`src/rtl/mpos_pkg.sv`:
```
// Function
// - Run mode has four values: single cycle, cyclic, terminal select, sequential; cyclic default.
// - Profile count from 1 to 16 sets how many profiles take part.
// - Every profile holds its own displacement, speed and ramp time.
// - Outside terminal select, profiles advance upward from 1 to the profile count.
// - Terminal select runs profile equal to the 4-bit selection value plus one.
// - A selection bit is 1 while its terminal is valid, else 0.
// - Resume method 0 continues with the profile after the interrupted one.
// - Resume method 1 restarts from profile 1 after a pause.
// - Control mode switch or on-the-fly change during a run counts as pause.
// - Enable falling from active to inactive also pauses the run.
// - A pause discards the remaining displacement of the running profile.
// - Terminal select pauses only on mode switch or fly change; resumes from inputs.
// - Time unit setting applies to ramp times and waiting times.
// - Ramp time means time between standstill and 1000 RPM either way.
// - Configured waiting time lies between one profile's end and the next start.
// - Sequential mode ignores time unit and inserts no waiting time.
// - Terminal select ignores time unit; host timing of selections sets intervals.
// - Displacement type picks relative to current position or absolute from home.
// - A negative actual displacement runs the motor in reverse.
// - Sequential with restart 0 runs profiles once, stops and holds motor locked.
// - Sequential with restart 1 to 16 cycles, later rounds start there.
// - A restart position above the profile count is forced to 0.
package mpos_pkg;

  localparam int unsigned CLK_HZ           = 100_000_000;
  localparam int unsigned WAIT_TICK_MS     = 1;
  localparam int unsigned WAIT_TICK_CYCLES = CLK_HZ / 1000 * WAIT_TICK_MS;
  localparam int unsigned MS_PER_S         = 1000;

  localparam logic [7:0] REG_CFG     = 8'h00;
  localparam logic [7:0] REG_COUNT   = 8'h04;
  localparam logic [7:0] REG_RESTART = 8'h08;
  localparam logic [7:0] REG_STATUS  = 8'h0C;
  localparam logic [7:0] REG_PSEL    = 8'h10;
  localparam logic [7:0] REG_PDISP   = 8'h14;
  localparam logic [7:0] REG_PSPEED  = 8'h18;
  localparam logic [7:0] REG_PACCEL  = 8'h1C;
  localparam logic [7:0] REG_PWAIT   = 8'h20;

  localparam int CFG_MODE_LSB   = 0;
  localparam int CFG_RESUME_BIT = 4;
  localparam int CFG_UNIT_BIT   = 5;
  localparam int CFG_DTYPE_BIT  = 6;
  localparam int STAT_STATE_LSB = 8;
  localparam int STAT_HOLD_BIT  = 16;

  localparam logic [4:0]  COUNT_RST   = 5'h01;
  localparam logic [4:0]  COUNT_MAX   = 5'h10;
  localparam logic [4:0]  RESTART_RST = 5'h00;
  localparam logic        RESUME_RST  = 1'h0;
  localparam logic        UNIT_RST    = 1'h0;
  localparam logic        DTYPE_RST   = 1'h0;
  localparam logic [31:0] DISP_RST    = 32'h0000_2710;
  localparam logic [12:0] SPEED_RST   = 13'h00C8;

  typedef enum logic [1:0] {
    MODE_SINGLE     = 2'h0,
    MODE_CYCLIC     = 2'h1,
    MODE_SELECT     = 2'h2,
    MODE_SEQUENTIAL = 2'h3
  } run_mode_e;

  localparam run_mode_e MODE_RST = MODE_CYCLIC;

  typedef enum logic [6:0] {
    S_IDLE  = 7'h01,
    S_LOAD  = 7'h02,
    S_ISSUE = 7'h04,
    S_MOVE  = 7'h08,
    S_WAIT  = 7'h10,
    S_PAUSE = 7'h20,
    S_DONE  = 7'h40
  } seq_state_e;

  typedef struct packed {
    logic signed [31:0] disp;
    logic        [12:0] speed;
    logic        [15:0] accel;
    logic        [13:0] wait_t;
  } profile_s;

  typedef struct packed {
    logic signed [32:0] delta;
    logic               reverse;
    logic        [12:0] speed;
    logic        [15:0] accel;
    logic               unit_s;
  } move_cmd_s;

endpackage

```
`src/rtl/profile_store.sv`:
```
`timescale 1ns/1ps
`default_nettype none
module profile_store (
  // Clock and reset
  input  wire logic                clock,
  input  wire logic                arst_n,
  // Write port
  input  wire logic                wr_en,
  input  wire logic [3:0]          wr_idx,
  input  wire logic [1:0]          wr_field,
  input  wire logic [31:0]         wr_data,
  // Read ports
  input  wire logic [3:0]          rd_idx_a,
  output var mpos_pkg::profile_s   prof_a,
  input  wire logic [3:0]          rd_idx_b,
  output var mpos_pkg::profile_s   prof_b
);
  import mpos_pkg::*;

  profile_s mem_ff [16];

  always_ff @(posedge clock or negedge arst_n) begin
    if (!arst_n) begin
      for (int i = 0; i < 16; i++) begin
        mem_ff[i] <= '{disp: DISP_RST, speed: SPEED_RST, accel: 16'h0000, wait_t: 14'h0000};
      end
    end else if (wr_en) begin
      // Each field written on its own keeps profiles independent
      case (wr_field)
        2'h0: mem_ff[wr_idx].disp <= wr_data;
        2'h1: mem_ff[wr_idx].speed <= wr_data[12:0];
        2'h2: mem_ff[wr_idx].accel <= wr_data[15:0];
        default: mem_ff[wr_idx].wait_t <= wr_data[13:0];
      endcase
    end
  end

  assign prof_a = mem_ff[rd_idx_a];
  assign prof_b = mem_ff[rd_idx_b];

endmodule
`default_nettype wire

```
`src/rtl/wait_timer.sv`:
```
`timescale 1ns/1ps
`default_nettype none
module wait_timer #(
  parameter int unsigned TICK_CYCLES = mpos_pkg::WAIT_TICK_CYCLES
) (
  // Clock and reset
  input  wire logic        clock,
  input  wire logic        arst_n,
  // Control
  input  wire logic        load,
  input  wire logic [13:0] wait_t,
  input  wire logic        unit_s,
  output logic             busy
);
  import mpos_pkg::*;

  logic [23:0] ms_left_ff;
  logic [31:0] pre_ff;
  wire  [23:0] load_ms = unit_s ? 24'(wait_t * 24'(MS_PER_S)) : 24'(wait_t);
  wire         tick    = (pre_ff == 32'(TICK_CYCLES - 1));

  always_ff @(posedge clock or negedge arst_n) begin
    if (!arst_n) begin
      ms_left_ff <= 24'h000000;
      pre_ff     <= 32'h0000_0000;
    end else if (load) begin
      ms_left_ff <= load_ms;
      pre_ff     <= 32'h0000_0000;
    end else if (ms_left_ff != 24'h000000) begin
      pre_ff     <= tick ? 32'h0000_0000 : pre_ff + 32'h0000_0001;
      ms_left_ff <= tick ? ms_left_ff - 24'h000001 : ms_left_ff;
    end
  end

  assign busy = (ms_left_ff != 24'h000000);

endmodule
`default_nettype wire

```
`src/rtl/multi_position_sequencer.sv`:
```
`timescale 1ns/1ps
`default_nettype none
module multi_position_sequencer #(
  parameter int unsigned TICK_MS_CYCLES = mpos_pkg::WAIT_TICK_CYCLES
) (
  // Clock and reset
  input  wire logic               clock,
  input  wire logic               arst_n,
  // Register port
  input  wire logic [7:0]         reg_addr,
  input  wire logic [31:0]        reg_wdata,
  input  wire logic               reg_wr,
  input  wire logic               reg_rd,
  output logic [31:0]             reg_rdata,
  // Terminal inputs
  input  wire logic [3:0]         select_bit,
  input  wire logic               multipos_enable,
  // Drive context
  input  wire logic               mode_switch,
  input  wire logic               fly_change_en,
  input  wire logic signed [31:0] motor_pos,
  // Motion generator
  output logic                    move_start,
  output var mpos_pkg::move_cmd_s move_cmd,
  output logic                    move_abort,
  input  wire logic               move_done,
  output logic                    motor_hold,
  output logic [4:0]              cur_profile
);
  import mpos_pkg::*;

  function automatic logic [4:0] sel_prof(input logic [3:0] sel);
    sel_prof = {1'b0, sel} + 5'h01;
  endfunction

  // Configuration registers
  run_mode_e  mode_ff;
  logic       resume_ff;
  logic       unit_ff;
  logic       dtype_ff;
  logic [4:0] count_ff;
  logic [4:0] restart_ff;
  logic [3:0] psel_ff;
  logic [31:0] rdata_ff;

  // Synchronisers and sequencer state
  logic [3:0] sel_m_ff;
  logic [3:0] sel_s_ff;
  logic       en_m_ff;
  logic       en_s_ff;
  logic       en_d_ff;
  seq_state_e state_ff;
  seq_state_e nxt_state;
  logic [4:0] cur_ff;
  logic [3:0] last_sel_ff;
  move_cmd_s  cmd_ff;

  profile_s   prof_a;
  profile_s   prof_b;
  logic       timer_busy;

  // Register decode
  wire wr_cfg     = reg_wr && (reg_addr == REG_CFG);
  wire wr_count   = reg_wr && (reg_addr == REG_COUNT);
  wire wr_restart = reg_wr && (reg_addr == REG_RESTART);
  wire wr_psel    = reg_wr && (reg_addr == REG_PSEL);
  wire wr_prof    = reg_wr && (reg_addr >= REG_PDISP) && (reg_addr <= REG_PWAIT)
                    && (reg_addr[1:0] == 2'h0);
  wire [1:0] wr_field = 2'(8'(reg_addr - REG_PDISP) >> 2);
  wire [4:0] wr_cnt   = (reg_wdata[4:0] == 5'h00) ? COUNT_RST :
                        (reg_wdata[31:0] > 32'(COUNT_MAX)) ? COUNT_MAX : reg_wdata[4:0];
  wire [4:0] wr_rst   = (reg_wdata[31:0] > 32'(COUNT_MAX)) ? COUNT_MAX : reg_wdata[4:0];

  wire [31:0] status_w = {15'h0000, (state_ff == S_DONE), 1'b0, 7'(state_ff), 3'h0, cur_ff};
  wire [31:0] cfg_w    = {25'h0000000, dtype_ff, unit_ff, resume_ff, 2'h0, 2'(mode_ff)};
  wire [31:0] rd_mux   =
    (reg_addr == REG_CFG)     ? cfg_w :
    (reg_addr == REG_COUNT)   ? {27'h0000000, count_ff} :
    (reg_addr == REG_RESTART) ? {27'h0000000, restart_ff} :
    (reg_addr == REG_STATUS)  ? status_w :
    (reg_addr == REG_PSEL)    ? {28'h0000000, psel_ff} :
    (reg_addr == REG_PDISP)   ? prof_b.disp :
    (reg_addr == REG_PSPEED)  ? {19'h00000, prof_b.speed} :
    (reg_addr == REG_PACCEL)  ? {16'h0000, prof_b.accel} :
    (reg_addr == REG_PWAIT)   ? {18'h00000, prof_b.wait_t} : 32'h0000_0000;

  always_ff @(posedge clock or negedge arst_n) begin
    if (!arst_n) begin
      mode_ff   <= MODE_RST;
      resume_ff <= RESUME_RST;
      unit_ff   <= UNIT_RST;
      dtype_ff  <= DTYPE_RST;
      count_ff  <= COUNT_RST;
      psel_ff   <= 4'h0;
    end else begin
      if (wr_cfg) begin
        mode_ff   <= run_mode_e'(reg_wdata[CFG_MODE_LSB +: 2]);
        resume_ff <= reg_wdata[CFG_RESUME_BIT];
        unit_ff   <= reg_wdata[CFG_UNIT_BIT];
        dtype_ff  <= reg_wdata[CFG_DTYPE_BIT];
      end
      if (wr_count) begin
        count_ff <= wr_cnt;
      end
      if (wr_psel) begin
        psel_ff <= reg_wdata[3:0];
      end
    end
  end

  always_ff @(posedge clock or negedge arst_n) begin
    if (!arst_n) begin
      restart_ff <= RESTART_RST;
      rdata_ff   <= 32'h0000_0000;
    end else begin
      if (wr_restart) begin
        restart_ff <= wr_rst;
      end else if (restart_ff > count_ff) begin
        restart_ff <= 5'h00;
      end
      rdata_ff <= reg_rd ? rd_mux : 32'h0000_0000;
    end
  end

  assign reg_rdata = rdata_ff;

  // Terminal inputs come from pins, so two flops before any use
  always_ff @(posedge clock or negedge arst_n) begin
    if (!arst_n) begin
      sel_m_ff <= 4'h0;
      sel_s_ff <= 4'h0;
      en_m_ff  <= 1'b0;
      en_s_ff  <= 1'b0;
      en_d_ff  <= 1'b0;
    end else begin
      sel_m_ff <= select_bit;
      sel_s_ff <= sel_m_ff;
      en_m_ff  <= multipos_enable;
      en_s_ff  <= en_m_ff;
      en_d_ff  <= en_s_ff;
    end
  end

  // Sequencing decisions
  wire is_select = (mode_ff == MODE_SELECT);
  wire is_seq    = (mode_ff == MODE_SEQUENTIAL);
  wire en_fall   = en_d_ff && !en_s_ff;
  wire pause_now = mode_switch || fly_change_en || (!is_select && en_fall);
  wire go_ok     = en_s_ff && !mode_switch && !fly_change_en;
  wire last      = (cur_ff >= count_ff);
  wire end_run   = last && ((mode_ff == MODE_SINGLE) || (is_seq && restart_ff == 5'h00));
  wire [4:0] step_prof  = cur_ff + 5'h01;
  wire [4:0] adv_prof   = !last ? step_prof :
                          is_seq ? restart_ff : 5'h01;
  wire [4:0] after_prof = last ? 5'h01 : step_prof;
  wire [4:0] resume_prof = is_select ? sel_prof(sel_s_ff) :
                           resume_ff ? 5'h01 : after_prof;
  wire [4:0] start_prof = is_select ? sel_prof(sel_s_ff) : 5'h01;
  // A repeated selection of the same profile is not seen as a new command
  wire wait_over = is_select ? (sel_s_ff != last_sel_ff) : !timer_busy;
  wire unit_eff  = unit_ff && !is_seq && !is_select;
  wire motion    = (state_ff == S_ISSUE) || (state_ff == S_MOVE);

  wire [4:0] nxt_cur =
    (state_ff == S_IDLE)  ? start_prof :
    (state_ff == S_PAUSE) ? resume_prof :
    is_select             ? sel_prof(sel_s_ff) : adv_prof;

  always_comb begin
    nxt_state = state_ff;
    case (state_ff)
      S_IDLE: begin
        if (go_ok) nxt_state = S_LOAD;
      end
      S_LOAD: begin
        nxt_state = pause_now ? S_PAUSE : S_ISSUE;
      end
      S_ISSUE: begin
        nxt_state = pause_now ? S_PAUSE : S_MOVE;
      end
      S_MOVE: begin
        if (pause_now) nxt_state = S_PAUSE;
        else if (move_done) begin
          if (is_select) nxt_state = S_WAIT;
          else if (end_run) nxt_state = S_DONE;
          else if (is_seq) nxt_state = S_LOAD;
          else nxt_state = S_WAIT;
        end
      end
      S_WAIT: begin
        if (pause_now) nxt_state = S_PAUSE;
        else if (wait_over) nxt_state = S_LOAD;
      end
      S_PAUSE: begin
        if (go_ok) nxt_state = S_LOAD;
      end
      S_DONE: begin
        if (!en_s_ff) nxt_state = S_IDLE;
      end
      default: nxt_state = S_IDLE;
    endcase
  end

  wire enter_load = (nxt_state == S_LOAD) && (state_ff != S_LOAD);
  wire timer_load = (state_ff == S_MOVE) && (nxt_state == S_WAIT);

  // Actual displacement: relative as stored, absolute measured from home
  wire signed [32:0] delta_w = dtype_ff ? (33'(prof_a.disp) - 33'(motor_pos))
                                        : 33'(prof_a.disp);

  always_ff @(posedge clock or negedge arst_n) begin
    if (!arst_n) begin
      state_ff    <= S_IDLE;
      cur_ff      <= 5'h01;
      last_sel_ff <= 4'h0;
    end else begin
      state_ff <= nxt_state;
      if (enter_load) begin
        cur_ff      <= nxt_cur;
        last_sel_ff <= sel_s_ff;
      end
    end
  end

  always_ff @(posedge clock or negedge arst_n) begin
    if (!arst_n) begin
      cmd_ff <= '0;
    end else if (state_ff == S_LOAD) begin
      cmd_ff.delta   <= delta_w;
      cmd_ff.reverse <= delta_w[32];
      cmd_ff.speed   <= prof_a.speed;
      // Ramp is the time from standstill to 1000 RPM in the chosen unit
      cmd_ff.accel   <= prof_a.accel;
      cmd_ff.unit_s  <= unit_eff;
    end
  end

  profile_store u_store (
    .clock    (clock),
    .arst_n   (arst_n),
    .wr_en    (wr_prof),
    .wr_idx   (psel_ff),
    .wr_field (wr_field),
    .wr_data  (reg_wdata),
    .rd_idx_a (4'(cur_ff - 5'h01)),
    .prof_a   (prof_a),
    .rd_idx_b (psel_ff),
    .prof_b   (prof_b)
  );

  wait_timer #(
    .TICK_CYCLES (TICK_MS_CYCLES)
  ) u_timer (
    .clock  (clock),
    .arst_n (arst_n),
    .load   (timer_load),
    .wait_t (prof_a.wait_t),
    .unit_s (unit_eff),
    .busy   (timer_busy)
  );

  assign move_start  = (state_ff == S_ISSUE);
  assign move_cmd    = cmd_ff;
  assign move_abort  = motion && pause_now;
  assign motor_hold  = (state_ff == S_DONE);
  assign cur_profile = cur_ff;
endmodule
`default_nettype wire

```
`config.mk`:
```
export PLATFORM = sky130hd
export DESIGN_NAME = multi_position_sequencer
export DESIGN_NICKNAME = d
export VERILOG_FILES = /design/src/rtl/mpos_pkg.sv /design/src/rtl/profile_store.sv /design/src/rtl/wait_timer.sv /design/src/rtl/multi_position_sequencer.sv
export SDC_FILE = /design/constraint.sdc
export NUM_CORES = 2
export LEC_CHECK = 0
export CAP_MARGIN = 10
export CORE_AREA = 2 2 443 445
export DETAILED_ROUTE_END_ITERATION = 6
export DIE_AREA = 0 0 445 447
export DONT_BUFFER_PORTS = 1
export MAX_ROUTING_LAYER = met4
export PLACE_DENSITY = 0.62
export SETUP_SLACK_MARGIN = 0.05
export SKIP_LAST_GASP = 1
export SLEW_MARGIN = 25
export SYNTH_ARGS = -nofsm -noshare
export SYNTH_HDL_FRONTEND = slang
export SYNTH_HIERARCHICAL = 1
export SYNTH_SLANG_ARGS = --single-unit
```
`constraint.sdc`:
```
create_clock -name clock -period 7 [get_ports clock]
set_clock_uncertainty 0.05 [all_clocks]
set_input_delay 0.7 -clock clock [delete_from_list [all_inputs] [get_ports clock]]
set_output_delay 0.7 -clock clock [all_outputs]
set_load 0.05 [all_outputs]
```
# Yosys cells after proc, flatten, opt, wreduce, memory -nomap -nowiden
# Cells that the tools add are included.
[classes]
addsub = 7
n_eq_ne = 24
n_bitwise = 2
n_reduce_logical = 41
muxes = 63
order_cmp = 8
multipliers = 1
[op_table]
columns = ["op", "n"]
rows = [
  ["$bwmux 1200", 4],
  ["$pmux 1200 s3", 1],
  ["$demux 75 s4", 4],
  ["$bmux 75 s4", 2],
  ["$mux 75", 5],
  ["$mux 32", 10],
  ["$mux 24", 4],
  ["$mux 5", 14],
  ["$mux 7", 8],
  ["$mux 43", 1],
  ["$pmux 7 s6", 1],
  ["$mux 33", 1],
  ["$sub 32x32->33", 1],
  ["$add 32x1->32 const B", 1],
  ["$eq 32x17->1 const B", 1],
  ["$eq 8x5->1 const B", 4],
  ["$gt 32x5->1 const B", 1],
  ["$mux 16", 2],
  ["$mux 30", 1],
  ["$mux 14", 2],
  ["$reduce_bool 24->1", 1],
  ["$sub 24x1->24 const B", 1],
  ["$mul 14x7->21 const B", 1],
  ["$logic_and 1x1->1", 19],
  ["35 further kinds", 56],
]
[word_totals]
reg_bits = 1398
input_bits = 84

# Longest topological paths before layout
[depth]
word_depth = 14
ltp_mapped = 23

# By module
# Netlist, hierarchy kept.
[modules_own_cells]
columns = ["module", "seq_area_each_um2", "instances", "area_per_inst_um2", "cells_per_inst"]
rows = [
  ["profile_store", 30189.0, 1, 62781.5, 3966],
  ["multi_position_sequencer", 3533.4, 1, 8725.9, 979],
  ["wait_timer", 1401.3, 1, 5739.3, 640],
]

# Worst setup path after synthesis
# Ideal clock, no wire load.
[synth_path]
path_kind = "flip-flop to flip-flop"
startpoint = "reg cur_ff[0] (netlist: cur_profile[0])"
endpoint = "reg u_timer.ms_left_ff[16]"
t_required_ns = 6.816
setup_slack_ns = 0.547
setup_ns = 0.134
n_path_buf = 2
arrival_time_ns = 6.269
stages_incl_launch_ff = 22
path_cell_list = "dfstp_2 > inv_1 > ha_1 > inv_1 > clkbuf_1 > clkbuf_1 > mux4_2 > a22oi_1 > nand2_1 > fa_1 > fa_1 > inv_1 > fa_1 > fa_1 > inv_1 > ha_1 > o21ai_0 > o21ai_0 > a221oi_1 > o21ai_0 > xnor2_1 > o22ai_1"
[synth_rtl]
columns = ["item", "line_no", "source"]
rows = [
  ["start, declared", "multi_position_sequencer.sv:54", "logic [4:0] cur_ff;"],
  ["start signal, assigned", "multi_position_sequencer.sv:219", "cur_ff <= nxt_cur;"],
  ["end signal, assigned", "wait_timer.sv:27", "ms_left_ff <= load_ms;"],
  ["end signal, assigned", "wait_timer.sv:31", "ms_left_ff <= tick ? ms_left_ff - 24'h000001 : ms_left_ff;"],
  ["end, declared", "wait_timer.sv:17", "logic [23:0] ms_left_ff;"],
]

==> results.yml <==
floorplan:
  start_util_pct: 39.8
  core_um2: 194000
  rows: 162
  fp.dieArea_um2: 199000
  ios: 188
  die_y_um: 447
  die_x_um: 445
setup_path:
  required_ps: 7580
  reg2regPathDepth: 19
  worstSetupStartpoint: "cur_profile[0]"
  r2r-start: "cur_profile[0]"
  path_common_cell: "ha_1"
  crit_arrival_ps: 7180
  cp_cell_sequence: "buf_4 > nor3_1 > xor2_1 > nor2b_4 > buf_4 > a22oi_1 > nand2_1 > ha_1 > fa_1 > fa_1 > inv_1 > ha_1 > ha_1 > a21o_1 > a21o_1 > a221oi_1 > o41ai_1 > xnor2_1 > o22ai_1"
  crit_fanout: 46
  end_kind: "flop"
  slowest_delay_ps: 790
  crit_end: "u_timer/ms_left_ff[21]"
  criticalPathCategory: "flop to flop"
  crit_slowest_cell: "buf_4"
  start_kind: "flop"
  reg2reg_to: "u_timer/ms_left_ff[21]"
  reg2reg_setup_slack_ps: 400
place:
  gp_congestion: 0.927
  dp_cells: 7742
  dp.final_hpwl_mm: 140
  place_area_um2: 79500
  io_buffers: 0
yosys:
  synth_nets: 5816
  synth-seq-cells: 1397
  synth_cells: 5585
  synth_ff_type: "dfrtp_1"
  avgSynthCellArea_um2: 13.8
  ys_warn_count: 6
  async_flop_share_pct: 100
  synth_cell_types: 97
  synth_edf_count: 0
  syn_area_um2: 77200
  synth_seq_area_share_pct: 45.5
drt:
  drtPass1Iterations: 5
  wl_mm: 239
  drt_iter0_markers: 4746
  viasPerCell: 6.22
  drc_errors: 0
  vias: 50300
  ant_nets: 0
  detail_route.wl_per_cell_um: 29.6
layout:
  nets: 5649
  drive_gt1_share_pct: 43.2
  area_growth_pct: 10.8
  layout.cells.non_filler: 8093
  finalCoreUtilization_pct: 44.1
  design_area_um2: 85600
grt:
  met2_usage_pct: 38.2
  grt.met3_usage_pct: 5.08
  grt_pass1_vias: 51600
  antenna_found_initial: 12
  grt_pass1_wl_mm: 354
  grt_busiest_layer: "met2"
  grt_start_max_net_pins: 212
  met1_usage_pct: 32.4
  grt_overflow: 0
  track_usage_pct: 24.7
cts:
  clkTransAtPathRegs_ps: 70
  postCtsSetupRepairBufs: 0
  numCtsBuffers: 150
  cts_root_buffer: "clkbuf_16"
  clkSinkCount: 1397
  htree_levels: 4
  clk_path_buf_depth: 3
  cts_tree: "yes"
  worstSkewPairLatency_ps: 810
timing:
  setup_tns_ps: 0
  rsz0062_at_grt: "false"
  hold_viol: 0
  setup_viol_count_final: 0
  max_slew_margin_pct: 26.2
  drv_slew: 0
  whs_ps: 65.5
  post-route-min-period_ps: 6600
  clock.fmax_mhz: 152
  worst_pin_slew_ps: 1100
  finalCritPeriodShare_pct: 94.3
min_path:
  whs_path_depth: 2
  min_path_type: "input port to flop"
run:
  cap_violations: 0
pwr:
  p_leak_uw: 0.0386
  ir_worst_vdd_mv: 0.533
  power.density_nw_per_um2: 255
status:
  status: "complete, no violations"
final cells by class:
cell class | instances | area (um^2)
fill | 17300 | 109000
inverter | 132 | 510
multi-input combinational | 3570 | 39600
clock inverter | 43 | 674
clock buffer | 232 | 4560
tap | 2542 | 3180
timing repair buffer | 167 | 1950
antenna | 10 | 25.0
sequential | 1397 | 35100
cell families after synthesis:
logic type,synth area share (%)
AOI/OAI and AO/OA,6.32
xor gates and xnor gates,0.930
adders and majority gates,2.84
buffers and inverters,3.57
DFF,45.5
muxes,35.4
and+or+nand+nor,5.50
critical path, delay by kind of cell (launching register included):
family	cells	cell delay, ps
flops	1	580
compound gates	6	1160
simple gates	3	810
fa+ha+maj	5	1990
xor+xnor	2	700
buf+inv	3	1110
synthesized netlist by cell type (36+ instances only):
cell type  number  area, um^2
ha_1          100        1250
dfstp_2       132        3470
clkbuf_1      273        1020
a21oi_1        92         460
nor3_1         39         195
fa_1           47         941
o21ai_0        70         350
buf_2         131         656
mux2_2       1191       13400
xnor2_1        46         403
xor2_1         36         315
dfrtp_1      1265       31700
mux4_2        600       13500
nand3_1        38         190
nor2_1        108         405
a22oi_1       308        2310
nand2_1       374        1400
inv_1         131         492
per-layer routing:
metal	up-vias	share of wire (%)
li1	20900	-
met2	1844	47
met5	-	0
met1	27100	41
met4	0	3.7
met3	410	7.6
placed cells by master, fill, tap and decap left out, types with 36 or more instances in the layout:
cell / instances
o21ai_0: 70
xor2_1: 36
clkbuf_8: 37
clkbuf_16: 156
a22oi_1: 308
nand2_1: 366
dfrtp_1: 1263
buf_4: 77
fa_1: 47
inv_1: 128
xnor2_1: 46
a21oi_1: 92
dlygate4sd3_1: 50
nor3_1: 38
clkbuf_1: 39
ha_1: 100
mux4_2: 600
nand3_1: 37
dfstp_2: 132
mux2_2: 1191
nor2_1: 106
through the flow:
| stage | total power (uW) | setup WS, ps |
|---|---|---|
| 4_1_cts | 22000 | 465 |
| 5_1_grt | 22600 | 89.1 |
| 3_5_place_dp | 13400 | 502 |
| 3_3_place_gp | 13300 | 633 |
| 6_report | 21900 | 400 |
| 2_1_floorplan | 11800 | 547 |
repair_timing:
| item | in CTS | in global routing |
|---|---|---|
| hold endpoints to repair | 749 | 0 |
| resized for setup | 0 | 0 |
| hold buffers | 63 | 0 |
how the worst min path moves through the flow:
stage,start,endpoint,slack [ps]
2_1_floorplan,en_m_ff,en_s_ff,280
3_3_place_gp,sel_m_ff[2],sel_s_ff[2],290
3_5_place_dp,sel_m_ff[3],sel_s_ff[3],290
4_1_cts,reg_wdata[9],flop,5
5_1_grt,reg_wdata[9],flop,20
6_report,reg_rd,reg_rdata[0],70
power breakdown:
part | switching, uW | internal [uW] | total [uW]
Clock | 3410 | 5040 | 8450
Sequential | 587 | 8250 | 8840
Combinational | 3140 | 1430 | 4570
Total | 7130 | 14700 | 21900
(Power assumes the default switching activity.)
